===== config.mk =====
export PLATFORM = sky130hd
export DESIGN_NAME = ahb_arb_monitor
export DESIGN_NICKNAME = d
export VERILOG_FILES = /design/src/verilog/arb_mon_pkg.sv /design/src/verilog/ahb_arb_monitor.sv /design/src/verilog/rr_pick.sv
export SDC_FILE = /design/constraint.sdc
export NUM_CORES = 1
export LEC_CHECK = 0
export ABC_AREA = 1
export BUFFER_PORTS_ARGS = -buffer_cell sky130_fd_sc_hd__buf_2
export CAP_MARGIN = 10
export CORE_ASPECT_RATIO = 0.9
export CORE_MARGIN = 10
export CORE_UTILIZATION = 50
export DETAILED_ROUTE_END_ITERATION = 7
export PLACE_DENSITY = 0.73
export RECOVER_POWER = 25
export SLEW_MARGIN = 40
export SYNTH_ARGS = -nofsm -noshare
export SYNTH_HDL_FRONTEND = slang
export SYNTH_SLANG_ARGS = --single-unit

===== constraint.sdc =====
create_clock -name i_clk_sys -period 18.8 [get_ports i_clk_sys]
set_clock_uncertainty 0.05 [all_clocks]
set_input_delay 1.88 -clock i_clk_sys [delete_from_list [all_inputs] [get_ports i_clk_sys]]
set_output_delay 1.88 -clock i_clk_sys [all_outputs]
set_load 0.01 [all_outputs]

===== src/verilog/arb_mon_pkg.sv =====
package arb_mon_pkg;

    // ----------------------------------------
    // Register offsets
    // ----------------------------------------
    localparam logic [7:0] OFF_PRIO = 8'h00;
    localparam logic [7:0] OFF_CTRL = 8'h04;
    localparam logic [7:0] OFF_BUS_CLOCK_COUNT_LOW = 8'h08;
    localparam logic [7:0] OFF_EV0L = 8'h0C;
    localparam logic [7:0] OFF_EV1L = 8'h10;
    localparam logic [7:0] OFF_HIGH = 8'h14;

    // ----------------------------------------
    // Field positions and reset values
    // ----------------------------------------
    localparam int PRIO_LSB = 0;
    localparam int CYCLE_COUNT_ENABLE_BIT = 0;
    localparam int EN0_BIT = 1;
    localparam int EN1_BIT = 2;
    localparam int EVSEL0_LSB = 8;
    localparam int EVSEL1_LSB = 12;
    localparam int MSEL0_LSB = 16;
    localparam int MSEL1_LSB = 20;
    localparam int CYCLE_COUNT_HIGH_LSB = 16;
    localparam int EV1H_LSB = 8;
    localparam int EV0H_LSB = 0;
    localparam logic [31:0] RST_WORD = 32'h0000_0000;

    // ----------------------------------------
    // Master identifiers and group tables
    // ----------------------------------------
    localparam logic [3:0] MASTER_ALL = 4'hF;
    // Auxiliary core position on the video bus
    localparam logic [2:0] AUX_ID = 3'h0;
    // High groups, one byte per order setting, setting 0 lowest
    localparam logic [31:0] MAIN_HI = 32'h1A13_1516;
    localparam logic [31:0] VIDEO_HI = 32'h0783_9213;

    // ----------------------------------------
    // Bus encodings
    // ----------------------------------------
    localparam logic [1:0] TR_IDLE = 2'h0;
    localparam logic [1:0] TR_NONSEQ = 2'h2;
    localparam logic [1:0] TR_SEQ = 2'h3;
    localparam logic [2:0] BURST_SINGLE = 3'h0;
    localparam logic [2:0] BURST_INCR = 3'h1;

    typedef enum logic [2:0] {
        EV_ACTIVE,
        EV_NONSEQ,
        EV_WAIT_SUM,
        EV_WAIT_TRIG,
        EV_SINGLE,
        EV_FIXED,
        EV_INCR,
        EV_ACT_TRIG
    } event_t;

endpackage


===== src/verilog/ahb_arb_monitor.sv =====
// Notes on behaviour
// [RQ1] Main bus: order setting picks three high masters per fixed table.
// [RQ2] Video bus: order setting picks three high masters per its table.
// [RQ3] Video instance registers answer only the auxiliary core.
// [RQ4] Video instance has no clock or event counter registers.
// [RQ5] Control bits 23:20 and 19:16 select channel 1 and 0 masters.
// [RQ6] Control bits 14:12 and 10:8 select channel 1 and 0 events.
// [RQ7] Bits 2,1,0 enable channel 1, channel 0, clock counting.
// [RQ8] Event 0 counts active transfer cycles; event 1 counts NONSEQ.
// [RQ9] Event 2 sums cycles requests waited for grant.
// [RQ10] Event 3 bumps high field when one wait exceeds low threshold.
// [RQ11] Events 4,5,6 count SINGLE, fixed bursts, INCR bursts.
// [RQ12] Event 7 bumps high field when one transfer run exceeds threshold.
// [RQ13] Software ignores events 2,3,7 when all masters are selected.
// [RQ14] Master ids 0..7 select one master; 15 selects any.
// [RQ15] Clock counter is 48 bits: low register plus high bits 31:16.
// [RQ16] Event counters keep low 32 bits in own register; all writable.
// [RQ17] Event 1 high in bits 15:8, event 0 high in bits 7:0.
// [RQ18] High fields saturate at maximum until software rewrites them.
// [RQ19] Reserved control and order bits ignore writes, read zero.
// [RQ20] Within a group grants rotate round robin.
// [RQ21] High group requesters win over low group requesters.
// [RQ22] Enabled clock counter adds one per cycle with carry.
// [RQ23] Enabled channel counts selected events in its 40-bit counter.
`timescale 1ns/1ps
`default_nettype none

module ahb_arb_monitor #(
    parameter bit VIDEO_BUS = 1'b0
) (
    // Clock, reset, freeze
    input wire logic i_clk_sys,
    input wire logic i_rst,
    input wire logic i_ce,
    // Master requests and grants
    input wire logic [7:0] i_hbusreq,
    output logic [7:0] o_hgrant,
    output logic [3:0] o_hmaster,
    // Shared bus, observed and register slave
    input wire logic i_hsel,
    input wire logic [7:0] i_haddr,
    input wire logic [1:0] i_htrans,
    input wire logic [2:0] i_hburst,
    input wire logic i_hwrite,
    input wire logic i_hready,
    input wire logic [31:0] i_hwdata,
    output logic [31:0] o_hrdata,
    output logic o_hreadyout,
    output logic [1:0] o_hresp
);

    // ----------------------------------------
    // Registers and state
    // ----------------------------------------
    logic [1:0] group_order_sel;
    logic [3:0] chan_master_sel [2];
    logic [2:0] chan_event_sel [2];
    logic [1:0] chan_enable;
    logic cycle_count_enable;
    logic [31:0] cycle_count_low;
    logic [15:0] cycle_count_high;
    logic [31:0] chan_count_low [2];
    logic [7:0] chan_count_high [2];
    logic [31:0] span [2];
    logic [1:0] in_txn;
    logic [2:0] owner;
    logic [2:0] hi_last;
    logic [2:0] lo_last;
    logic wr_pend;
    logic [7:0] wr_addr;

    // ----------------------------------------
    // Arbitration
    // ----------------------------------------
    function automatic logic [7:0] hi_group(input logic [1:0] sel);
        logic [31:0] tbl;
        tbl = VIDEO_BUS ? arb_mon_pkg::VIDEO_HI : arb_mon_pkg::MAIN_HI;
        return tbl[{sel, 3'h0} +: 8];
    endfunction

    wire [7:0] hi_mask = hi_group(group_order_sel); // RQ1 RQ2
    wire [7:0] hi_req = i_hbusreq & hi_mask;
    wire [7:0] lo_req = i_hbusreq & ~hi_mask;
    wire hi_found;
    wire lo_found;
    wire [2:0] hi_idx;
    wire [2:0] lo_idx;

    rr_pick u_hi_pick (
        .i_req(hi_req),
        .i_last(hi_last),
        .o_found(hi_found),
        .o_idx(hi_idx)
    );

    rr_pick u_lo_pick (
        .i_req(lo_req),
        .i_last(lo_last),
        .o_found(lo_found),
        .o_idx(lo_idx)
    );

    // Switch only at transfer boundaries so bursts stay whole
    wire boundary = i_htrans == arb_mon_pkg::TR_IDLE ||
        i_htrans == arb_mon_pkg::TR_NONSEQ;
    wire arb_take = i_ce && i_hready && boundary;
    wire [2:0] next_owner = hi_found ? hi_idx :
        (lo_found ? lo_idx : owner); // RQ21

    always_ff @(posedge i_clk_sys or posedge i_rst) begin
        if (i_rst) begin
            owner <= 3'h0;
            hi_last <= 3'h7;
            lo_last <= 3'h7;
        end else if (arb_take) begin
            owner <= next_owner;
            if (hi_found) begin
                hi_last <= hi_idx; // RQ20
            end else if (lo_found) begin
                lo_last <= lo_idx; // RQ20
            end
        end
    end

    assign o_hgrant = 8'h01 << owner;
    assign o_hmaster = {1'b0, owner};

    // ----------------------------------------
    // Register slave
    // ----------------------------------------
    // Video instance trusts only the auxiliary core as requester
    wire access_ok = !VIDEO_BUS || owner == arb_mon_pkg::AUX_ID; // RQ3
    wire addr_take = i_ce && i_hsel && i_hready && i_htrans[1] &&
        access_ok;
    wire wr_now = i_ce && wr_pend;
    wire wr_prio = wr_now && wr_addr == arb_mon_pkg::OFF_PRIO;
    wire wr_ctrl = wr_now && wr_addr == arb_mon_pkg::OFF_CTRL;
    wire wr_bus_clock_count_low = wr_now && wr_addr == arb_mon_pkg::OFF_BUS_CLOCK_COUNT_LOW;
    wire wr_high = wr_now && wr_addr == arb_mon_pkg::OFF_HIGH;
    wire [1:0] wr_evl = {wr_now && wr_addr == arb_mon_pkg::OFF_EV1L,
        wr_now && wr_addr == arb_mon_pkg::OFF_EV0L};

    wire [31:0] ctrl_word = {8'h00, chan_master_sel[1],
        chan_master_sel[0], 1'b0, chan_event_sel[1], 1'b0,
        chan_event_sel[0], 5'h00, chan_enable,
        cycle_count_enable}; // RQ19
    wire [31:0] high_word = {cycle_count_high, chan_count_high[1],
        chan_count_high[0]};
    wire [31:0] rd_mux =
        i_haddr == arb_mon_pkg::OFF_PRIO ? {30'h0, group_order_sel} :
        i_haddr == arb_mon_pkg::OFF_CTRL ? ctrl_word :
        VIDEO_BUS ? 32'h0000_0000 : // RQ4
        i_haddr == arb_mon_pkg::OFF_BUS_CLOCK_COUNT_LOW ? cycle_count_low :
        i_haddr == arb_mon_pkg::OFF_EV0L ? chan_count_low[0] :
        i_haddr == arb_mon_pkg::OFF_EV1L ? chan_count_low[1] :
        i_haddr == arb_mon_pkg::OFF_HIGH ? high_word : 32'h0000_0000;

    always_ff @(posedge i_clk_sys or posedge i_rst) begin
        if (i_rst) begin
            wr_pend <= 1'b0;
            wr_addr <= 8'h00;
            o_hrdata <= arb_mon_pkg::RST_WORD;
        end else if (i_ce) begin
            if (i_hready) begin
                wr_pend <= addr_take && i_hwrite;
                wr_addr <= i_haddr;
            end
            if (addr_take && !i_hwrite) begin
                o_hrdata <= rd_mux;
            end
        end
    end

    assign o_hreadyout = 1'b1;
    assign o_hresp = 2'h0;

    always_ff @(posedge i_clk_sys or posedge i_rst) begin
        if (i_rst) begin
            group_order_sel <= 2'h0;
            chan_master_sel[0] <= 4'h0;
            chan_master_sel[1] <= 4'h0;
            chan_event_sel[0] <= 3'h0;
            chan_event_sel[1] <= 3'h0;
            chan_enable <= 2'h0;
            cycle_count_enable <= 1'b0;
        end else begin
            if (wr_prio) begin
                group_order_sel <= i_hwdata[arb_mon_pkg::PRIO_LSB +: 2];
            end
            if (wr_ctrl) begin
                chan_master_sel[0] <=
                    i_hwdata[arb_mon_pkg::MSEL0_LSB +: 4]; // RQ5
                chan_master_sel[1] <=
                    i_hwdata[arb_mon_pkg::MSEL1_LSB +: 4]; // RQ5
                chan_event_sel[0] <=
                    i_hwdata[arb_mon_pkg::EVSEL0_LSB +: 3]; // RQ6
                chan_event_sel[1] <=
                    i_hwdata[arb_mon_pkg::EVSEL1_LSB +: 3]; // RQ6
                chan_enable <= {i_hwdata[arb_mon_pkg::EN1_BIT],
                    i_hwdata[arb_mon_pkg::EN0_BIT]}; // RQ7
                cycle_count_enable <=
                    i_hwdata[arb_mon_pkg::CYCLE_COUNT_ENABLE_BIT]; // RQ7
            end
        end
    end

    // ----------------------------------------
    // Bus clock counter
    // ----------------------------------------
    wire [47:0] cc_full = {cycle_count_high, cycle_count_low};
    wire [47:0] next_cc = cc_full + 48'h1;
    // Holds at all ones rather than wrapping
    wire cc_inc = i_ce && cycle_count_enable && !(&cc_full) &&
        !VIDEO_BUS; // RQ22 RQ18

    always_ff @(posedge i_clk_sys or posedge i_rst) begin
        if (i_rst) begin
            cycle_count_low <= arb_mon_pkg::RST_WORD;
            cycle_count_high <= 16'h0000;
        end else begin
            if (wr_bus_clock_count_low) begin
                cycle_count_low <= i_hwdata; // RQ16
            end else if (cc_inc) begin
                cycle_count_low <= next_cc[31:0]; // RQ15
            end
            if (wr_high) begin
                cycle_count_high <=
                    i_hwdata[arb_mon_pkg::CYCLE_COUNT_HIGH_LSB +: 16]; // RQ15
            end else if (cc_inc) begin
                cycle_count_high <= next_cc[47:32]; // RQ15
            end
        end
    end

    // ----------------------------------------
    // Monitor channels
    // ----------------------------------------
    wire is_nonseq = i_htrans == arb_mon_pkg::TR_NONSEQ;

    for (genvar c = 0; c < 2; c++) begin : g_chan
        localparam int HLSB = c ? arb_mon_pkg::EV1H_LSB :
            arb_mon_pkg::EV0H_LSB;
        wire [3:0] msel = chan_master_sel[c];
        wire [2:0] esel = chan_event_sel[c];
        wire mmatch = msel == arb_mon_pkg::MASTER_ALL ||
            msel == {1'b0, owner}; // RQ14
        wire act = i_hready && mmatch;
        wire e_active = act && i_htrans[1]; // RQ8
        wire e_nonseq = act && is_nonseq; // RQ8
        wire e_single = e_nonseq &&
            i_hburst == arb_mon_pkg::BURST_SINGLE; // RQ11
        wire e_incr = e_nonseq &&
            i_hburst == arb_mon_pkg::BURST_INCR; // RQ11
        wire e_fixed = e_nonseq && i_hburst[2:1] != 2'h0; // RQ11
        // Meaningless when every master is selected; software knows
        wire pend = i_hbusreq[msel[2:0]] && owner != msel[2:0]; // RQ13
        wire granted = arb_take && pend && next_owner == msel[2:0];
        wire [31:0] span_inc = span[c] + 32'h1;
        wire wait_trig = granted &&
            span_inc > chan_count_low[c]; // RQ10
        wire txn_end = i_hready && in_txn[c] &&
            (!mmatch || !i_htrans[1] || is_nonseq);
        wire act_trig = txn_end && span[c] > chan_count_low[c]; // RQ12
        wire inc_evt = chan_enable[c] && !VIDEO_BUS &&
            (esel == arb_mon_pkg::EV_ACTIVE ? e_active :
            esel == arb_mon_pkg::EV_NONSEQ ? e_nonseq :
            esel == arb_mon_pkg::EV_WAIT_SUM ? pend : // RQ9
            esel == arb_mon_pkg::EV_SINGLE ? e_single :
            esel == arb_mon_pkg::EV_FIXED ? e_fixed :
            esel == arb_mon_pkg::EV_INCR ? e_incr : 1'b0); // RQ23
        wire trig_evt = chan_enable[c] && !VIDEO_BUS &&
            (esel == arb_mon_pkg::EV_WAIT_TRIG ? wait_trig :
            esel == arb_mon_pkg::EV_ACT_TRIG ? act_trig : 1'b0);
        wire [39:0] cnt = {chan_count_high[c], chan_count_low[c]};
        wire [39:0] next_cnt = cnt + 40'h1;
        wire cnt_inc = i_ce && inc_evt && !(&cnt); // RQ18
        wire hi_inc = i_ce && trig_evt &&
            chan_count_high[c] != 8'hFF; // RQ18
        wire span_wait = esel == arb_mon_pkg::EV_WAIT_TRIG;

        always_ff @(posedge i_clk_sys or posedge i_rst) begin
            if (i_rst) begin
                chan_count_low[c] <= arb_mon_pkg::RST_WORD;
                chan_count_high[c] <= 8'h00;
            end else begin
                if (wr_evl[c]) begin
                    chan_count_low[c] <= i_hwdata; // RQ16
                end else if (cnt_inc) begin
                    chan_count_low[c] <= next_cnt[31:0]; // RQ23
                end
                if (wr_high) begin
                    chan_count_high[c] <= i_hwdata[HLSB +: 8]; // RQ17
                end else if (cnt_inc) begin
                    chan_count_high[c] <= next_cnt[39:32]; // RQ23
                end else if (hi_inc) begin
                    chan_count_high[c] <= chan_count_high[c] + 8'h01;
                end
            end
        end

        // Span counts wait cycles or active cycles of one transfer run
        always_ff @(posedge i_clk_sys or posedge i_rst) begin
            if (i_rst) begin
                span[c] <= 32'h0000_0000;
                in_txn[c] <= 1'b0;
            end else if (i_ce) begin
                if (span_wait) begin
                    in_txn[c] <= 1'b0;
                    if (granted || !pend) begin
                        span[c] <= 32'h0000_0000;
                    end else if (arb_take || i_hready) begin
                        span[c] <= span_inc;
                    end
                end else if (e_nonseq) begin
                    span[c] <= 32'h0000_0001;
                    in_txn[c] <= 1'b1;
                end else if (txn_end) begin
                    span[c] <= 32'h0000_0000;
                    in_txn[c] <= 1'b0;
                end else if (e_active && in_txn[c]) begin
                    span[c] <= span_inc;
                end
            end
        end

        chk_ev_nonseq: assert property (@(posedge i_clk_sys)
            disable iff (i_rst) // RQ8
            i_ce && chan_enable[c] && esel == arb_mon_pkg::EV_NONSEQ &&
            e_nonseq && !wr_now && !(&cnt) && !VIDEO_BUS
            |=> chan_count_low[c] == $past(chan_count_low[c]) + 32'h1)
            else $error("nonseq event not counted");

        chk_high_sat: assert property (@(posedge i_clk_sys)
            disable iff (i_rst) // RQ18
            chan_count_high[c] == 8'hFF && !wr_high
            |=> chan_count_high[c] == 8'hFF)
            else $error("event high field wrapped");
    end

    // ----------------------------------------
    // Checks
    // ----------------------------------------
    chk_hi_preempt: assert property (@(posedge i_clk_sys)
        disable iff (i_rst) // RQ21
        arb_take && |hi_req |=> |($past(hi_mask) & o_hgrant))
        else $error("low group won over high request");

    chk_rr_rotate: assert property (@(posedge i_clk_sys)
        disable iff (i_rst) // RQ20
        arb_take && $countones(hi_req) > 1 && hi_req[owner]
        |=> owner != $past(owner))
        else $error("round robin did not rotate");

    chk_prio_rsvd: assert property (@(posedge i_clk_sys)
        disable iff (i_rst) // RQ19
        addr_take && !i_hwrite && i_haddr == arb_mon_pkg::OFF_PRIO
        |=> o_hrdata[31:2] == 30'h0)
        else $error("reserved order bits read nonzero");

    chk_ctrl_fields: assert property (@(posedge i_clk_sys)
        disable iff (i_rst) // RQ5
        wr_ctrl |=> chan_master_sel[1] == $past(i_hwdata[23:20]) &&
        chan_master_sel[0] == $past(i_hwdata[19:16]))
        else $error("master select not written");

    chk_clk_count: assert property (@(posedge i_clk_sys)
        disable iff (i_rst) // RQ22
        cc_inc && !wr_bus_clock_count_low && !wr_high
        |=> cc_full == $past(cc_full) + 48'h1)
        else $error("clock counter missed a cycle");

    chk_clk_hold: assert property (@(posedge i_clk_sys)
        disable iff (i_rst) // RQ7
        !cycle_count_enable && !wr_bus_clock_count_low && !wr_high |=> $stable(cc_full))
        else $error("clock counter moved while disabled");

    chk_video_gate: assert property (@(posedge i_clk_sys)
        disable iff (i_rst) // RQ3
        i_ce && i_hready && !access_ok |=> !wr_pend)
        else $error("foreign master reached video registers");

endmodule

`default_nettype wire


===== src/verilog/rr_pick.sv =====
`timescale 1ns/1ps
`default_nettype none

module rr_pick (
    // Requests and rotation point
    input wire logic [7:0] i_req,
    input wire logic [2:0] i_last,
    // Choice
    output logic o_found,
    output logic [2:0] o_idx
);

    logic [2:0] probe;

    // --------------------------------------
    // Search starts just past the last winner
    // --------------------------------------
    always_comb begin
        probe = i_last;
        o_found = 1'b0;
        o_idx = i_last;
        for (int k = 1; k <= 8; k++) begin
            probe = i_last + 3'(k);
            if (!o_found && i_req[probe]) begin
                o_found = 1'b1;
                o_idx = probe;
            end
        end
    end

endmodule

`default_nettype wire

==> results of run 1 <==
-- critical path: stages --
cell        delay (ns)
buf_2             0.10
clkinvlp_2        3.11
clkbuf_1          2.96
-- area by class of cell --
type,instances,area (um^2),area share
Antenna cell,2,5.00,0.000206
Inverter,356,1340,0.0552
Sequential cell,263,6590,0.271
Clock buffer,46,1010,0.0415
Clock inverter,13,196,0.00807
Tap cell,600,751,0.0309
Timing Repair Buffer,123,669,0.0275
Multi-Input combinational cell,2419,13800,0.566
-- cells in the mapped netlist (4+ instances only) --
cell type	number
nand2_2	15
clkbuf_1	82
xnor2_1	31
nor4_1	26
nor3_1	74
nor4_2	6
inv_2	19
buf_6	10
a211oi_1	20
buf_4	7
nand3b_1	4
nor3b_1	4
inv_1	330
o221ai_1	60
nor2_2	13
buf_1	8
o31ai_1	5
o21ai_1	24
o21ai_0	177
a21oi_1	89
xor2_1	125
dfrtp_1	257
a31oi_1	6
o21a_1	5
o21ai_2	4
clkinv_1	5
nor3_2	9
nor2_1	156
o22ai_1	36
nand3_2	9
dfstp_2	6
ha_1	143
or2_2	4
a221oi_1	4
o211ai_1	47
a2111oi_0	5
nor2_4	6
nand2_1	846
nand4_1	191
nand3_1	239
buf_2	29
-- kinds of logic (layout without fill, tap and decap cells) --
| logic type | count (synthesis) | after routing | share of synthesized area |
|---|---|---|---|
| AOI/OAI and AO/OA | 495 | 495 | 0.137 |
| xor gates and xnor gates | 161 | 161 | 0.0649 |
| adders and majority gates | 143 | 143 | 0.0803 |
| buffers and inverters | 492 | 538 | 0.0893 |
| DFF | 263 | 263 | 0.296 |
| muxes | 3 | 3 | 0.00152 |
| other | 2 | 6 | 0.000337 |
| and+or+nand+nor | 1613 | 1613 | 0.331 |
-- sequential cells by signal, summed over array words and instances (netlist names), 6 cells and up --
name and cells:
chan_count_low 64, span 64, cycle_count_low 32, o_hrdata 32, chan_count_high 16, cycle_count_high 16
g_chan.msel 8, wr_addr 8, g_chan.esel 6
-- per-layer routing --
layer	GRT usage	up-vias	wire, um
li1	-	10900	-
met1	0.408	11200	34800
met4	0.117	2	3190
met2	0.441	1369	34200
met3	0.0755	217	10100
met5	0	-	11
-- path summary, 6_finish.rpt --
kind / from / endpoint / slack [ns]
max: i_rst / cycle_count_high[3] / 10.28
min: o_hrdata[7] / o_hrdata[7] / 0.43
max reg2reg: span[32] / chan_count_high[8] / 13.56
min reg2reg: o_hrdata[7] / o_hrdata[7] / 0.43
max in group i_clk_sys: span[32] / chan_count_high[8] / 13.56
min in group asynchronous: i_rst / span[36] / 3.02
-- per-stage QoR --
step	util	worst slack, ns	total power, mW	instance area, um^2	hold WS, ns
final	0.552	10.28	2.55	24300	0.431
after global routing	0.551	8.93	2.71	24300	0.457
after CTS	0.552	13.58	2.53	24300	0.435
after detailed placement	0.524	13.03	1.81	23100	0.418
after global placement	0.524	12.90	1.78	23100	0.413
after floorplan	-	9.64	1.53	22300	0.400
-- power breakdown --
part	internal (mW)	switching (mW)	total (mW)
logic	0.333	0.749	1.08
clock network	0.445	0.270	0.715
registers	0.643	0.108	0.751
==> impl_metrics.toml, run 1 <==
[status]
status = "finished with violations"
violations = "max-capacitance violations, max-slew violations"

[drt]
finalWirelength_mm = 82.2
detail_route.wl_per_cell_um = 21.5
num_vias = 23700
ant_nets = 0
drtPass1Iterations = 7
drc_errors = 0
avgViaCountPerCell = 6.20
first_iter_violations = 3136

[critical_path]
crit_arrival_ns = 8.22
path_max_fanout = 117
required_ns = 18.50
endpoint_kind = "async pin"
crit_type = "in -> async"
rr_worst_depth = 30
startpoint_type = "input pin"

[yosys]
synth_area_um2 = 22300
ys_ff_latch = 263
yosysSeqAreaShare = 0.296
synth_warnings = 0
synthCells = 3172
synth_edf_count = 0
synthDistinctLibCells = 63
async_flop_share = 1.00
yosysTopAreaCell = "dfrtp_1"
yosys.area.top_type_share = 0.289
yosys_most_used_dff = "dfrtp_1"
avgSynthCellArea_um2 = 7.03
synth.area.top_cells = "dfrtp_1 (29%), nand2_1 (14%), ha_1 (8.0%)"

[cts]
clkTransAtPathRegs_ns = 0.06
cts-root-buf = "clkbuf_16"
clkLatencyLatePin_ns = 0.56
cts_hold_buf = 0
cts_tree = "done"
ctsResizeCount = 0
cts_max_level = 2
post_cts_buffers = 0
clockBufferDepth = 3
cts_made_buffers = 34
cts_sinks = 263

[floorplan]
start_util = 0.505
ios = 106
die_y_um = 220
die_x_um = 243
die_area_um2 = 53400
fp-row-count = 73
coreArea_um2 = 44100

[sta]
worstMarginPinSlew_ns = 5.69
fmax_mhz = 117
slew_viol_final = 195
finalHoldViolations = 0
setup_violations = 0
slew_headroom = -2.81
timing.setup.tns_ns = 0
rsz0062_at_grt = "false"
post-route-min-period_ns = 8.52
fin_crit_sh = 0.453

[grt]
grt_pass1_wl_mm = 127
grt-ovfl-total = 0
grt_pass1_vias = 22000
grt_max_degree = 118
antenna_found_initial = 4
grt.total_usage = 0.297

[power]
power_density_nw_per_um2 = 105
peakVddDrop_v = 0.0000636
cellLeakagePower_nw = 12.1

[layout]
drive_above_1_share = 0.0922
final_common_cell = "nand2_1"
mostFrequentLayoutCells = "nand2_1 (844), inv_1 (328), dfrtp_1 (257)"
nets = 3399
layout.cells.non_filler = 3822
syn_to_final_growth_pct = 9.16
fill_cells = 4254

[place]
place_inst = 3761
portBuffers = 101
place_congestion = 1.02
dp_hpwl_mm = 61.4

[job]
cap_violations = 2

[min_path]
hold_depth = 2
min_path_type = "reg -> reg"
Note: power is estimated with default switching activity, not from simulation.
==> run 2, diff against run 1 <==
clock period = 8.8 ns   (was 18.8 ns; I/O delays follow)
==> impl_metrics.toml, run 2 (synthesis results as in run 1) <==
[critical_path]
slowest_delay_ns = 3.35
crit_chain = "buf_2, clkinvlp_2, clkbuf_2"
required_ns = 9.02
r2r-end = "span[39]"
path_max_fanout = 131
crit_arrival_ns = 6.46
endpoint_kind = "async pin"
crit_family = "buffers and inverters"
startpoint_type = "input pin"
regToRegSetupSlack_ns = 3.42
crit_type = "in -> async"
cp_slowest_cell = "clkinvlp_2"
critPathLaunch = "i_rst"
critPathBufInv = 3
cp-endpoint = "wr_pend"
r2r_start = "lo_last[0]"
cp_num_cells = 3
rr_worst_depth = 25

[floorplan]
ios = 106
coreArea_um2 = 44100
die_y_um = 220
start_util = 0.505
die_x_um = 243
fp-row-count = 73
die_area_um2 = 53400

[drt]
drtPass1Iterations = 6
finalWirelength_mm = 83.8
avgViaCountPerCell = 6.24
detail_route.wl_per_cell_um = 21.9
first_iter_violations = 2967
ant_nets = 0
drc_errors = 0
num_vias = 23900

[power]
switching_share = 0.456
clkPwrFrac = 0.262
cellLeakagePower_nw = 12.0
peakVddDrop_v = 0.000143
fin_total_pwr_mw = 5.35
power_density_nw_per_um2 = 221
p_int_mw = 2.91
switchingPower_mw = 2.44
combPwrFrac = 0.438
p_seq_frac = 0.300

[sta]
finalHoldViolations = 0
timing.setup.tns_ns = 0
fin_crit_sh = 0.708
rsz0062_at_grt = "false"
hold_ws_ns = 0.429
setup_violations = 0
setup_ws_ns = 2.57
slew_viol_final = 209
post-route-min-period_ns = 6.23
fmax_mhz = 160
worstMarginPinSlew_ns = 6.31
slew_headroom = -3.21

[grt]
grt_max_degree = 132
grt_pass1_vias = 22100
grt.total_usage = 0.305
use_met2 = 0.445
grt-ovfl-total = 0
antenna_found_initial = 3
grt_pass1_wl_mm = 130
top_usage_layer = "met2"
grtUsageMet1 = 0.423
use_met3 = 0.0758

[place]
place_congestion = 1.07
portBuffers = 101
dp_hpwl_mm = 62.3
dp_slack_ns = 3.54

[cts]
clkLatencyLatePin_ns = 0.56
cts_made_buffers = 34
ctsResizeCount = 0
cts_hold_buf = 0
cts-root-buf = "clkbuf_16"
post_cts_buffers = 0
cts_max_level = 2
cts_tree = "done"
clkTransAtPathRegs_ns = 0.06
cts_sinks = 263
clockBufferDepth = 3

[layout]
drive_above_1_share = 0.0916
final_util = 0.549
mostFrequentLayoutCells = "nand2_1 (843), inv_1 (328), dfrtp_1 (257)"
fill_cells = 4273
final_common_cell = "nand2_1"
largestRegisters = "chan_count_low (64), span (64)"
nets = 3401
syn_to_final_growth_pct = 8.63

[min_path]
min_path_type = "reg -> reg"

[status]
violations = "max-capacitance violations, max-slew violations"
status = "finished with violations"

[job]
cap_violations = 2
==> run 2: cell count changes in the layout (fill, tap and decap cells not counted), moves of 2 or more <==
cell,before,now
buf_4,20,22
bufinv_16,5,2
clkbuf_1,6,9
clkbuf_16,37,35
==> run 2: per-stage QoR <==
stage / std cells / instance area (um^2)
after global placement: 3763 / 23100
after CTS: 3820 / 24200
final: 3821 / 24200
after detailed placement: 3763 / 23100
after floorplan: 3174 / 22300
after global routing: 3820 / 24200
==> run 2: final cells by class <==
type | count | area [um^2] | share of cell area
Antenna cell | 1 | 2.50 | 0.000103
Clock buffer | 48 | 975 | 0.0403
Clock inverter | 9 | 103 | 0.00424
Inverter | 356 | 1340 | 0.0555
Multi-Input combinational cell | 2419 | 13800 | 0.568
Sequential cell | 263 | 6590 | 0.272
Tap cell | 600 | 751 | 0.0310
Timing Repair Buffer | 125 | 686 | 0.0283
==> run 2: worst min path at each step <==
stage / start / endpoint / depth (start not counted)
final: o_hrdata[4] / o_hrdata[4] / 2
after global routing: o_hrdata[4] / o_hrdata[4] / 2
after CTS: o_hrdata[6] / o_hrdata[6] / 2
after detailed placement: o_hrdata[4] / o_hrdata[4] / 2
after global placement: o_hrdata[7] / o_hrdata[7] / 2
after floorplan: wr_addr[1] / wr_addr[1] / 2
==> run 2: worst min-delay path, cell delays in order (launching register included) <==
cell     delay [ns]
dfrtp_1        0.34
nand2_1        0.05
o21ai_0        0.06
==> run 2: routing by layer <==
metal | up-vias | wire length (um) | part of all wire
li1 | 10900 | - | -
met2 | 1370 | 34300 | 0.41
met3 | 211 | 9610 | 0.11
met4 | 4 | 3820 | 0.046
met5 | - | 23 | 0.00027
met1 | 11400 | 36100 | 0.43
==> run 2: power groups by stage <==
| stage | sequential (mW) | combinational [mW] | clock [mW] |
|---|---|---|---|
| finish | 1.61 | 2.34 | 1.40 |
| global placement | 1.61 | 2.20 | 0 |
| detailed placement | 1.61 | 2.28 | 0 |
| floorplan | 1.52 | 1.76 | 0 |
| global route | 1.62 | 2.60 | 1.46 |
| CTS | 1.59 | 2.29 | 1.41 |
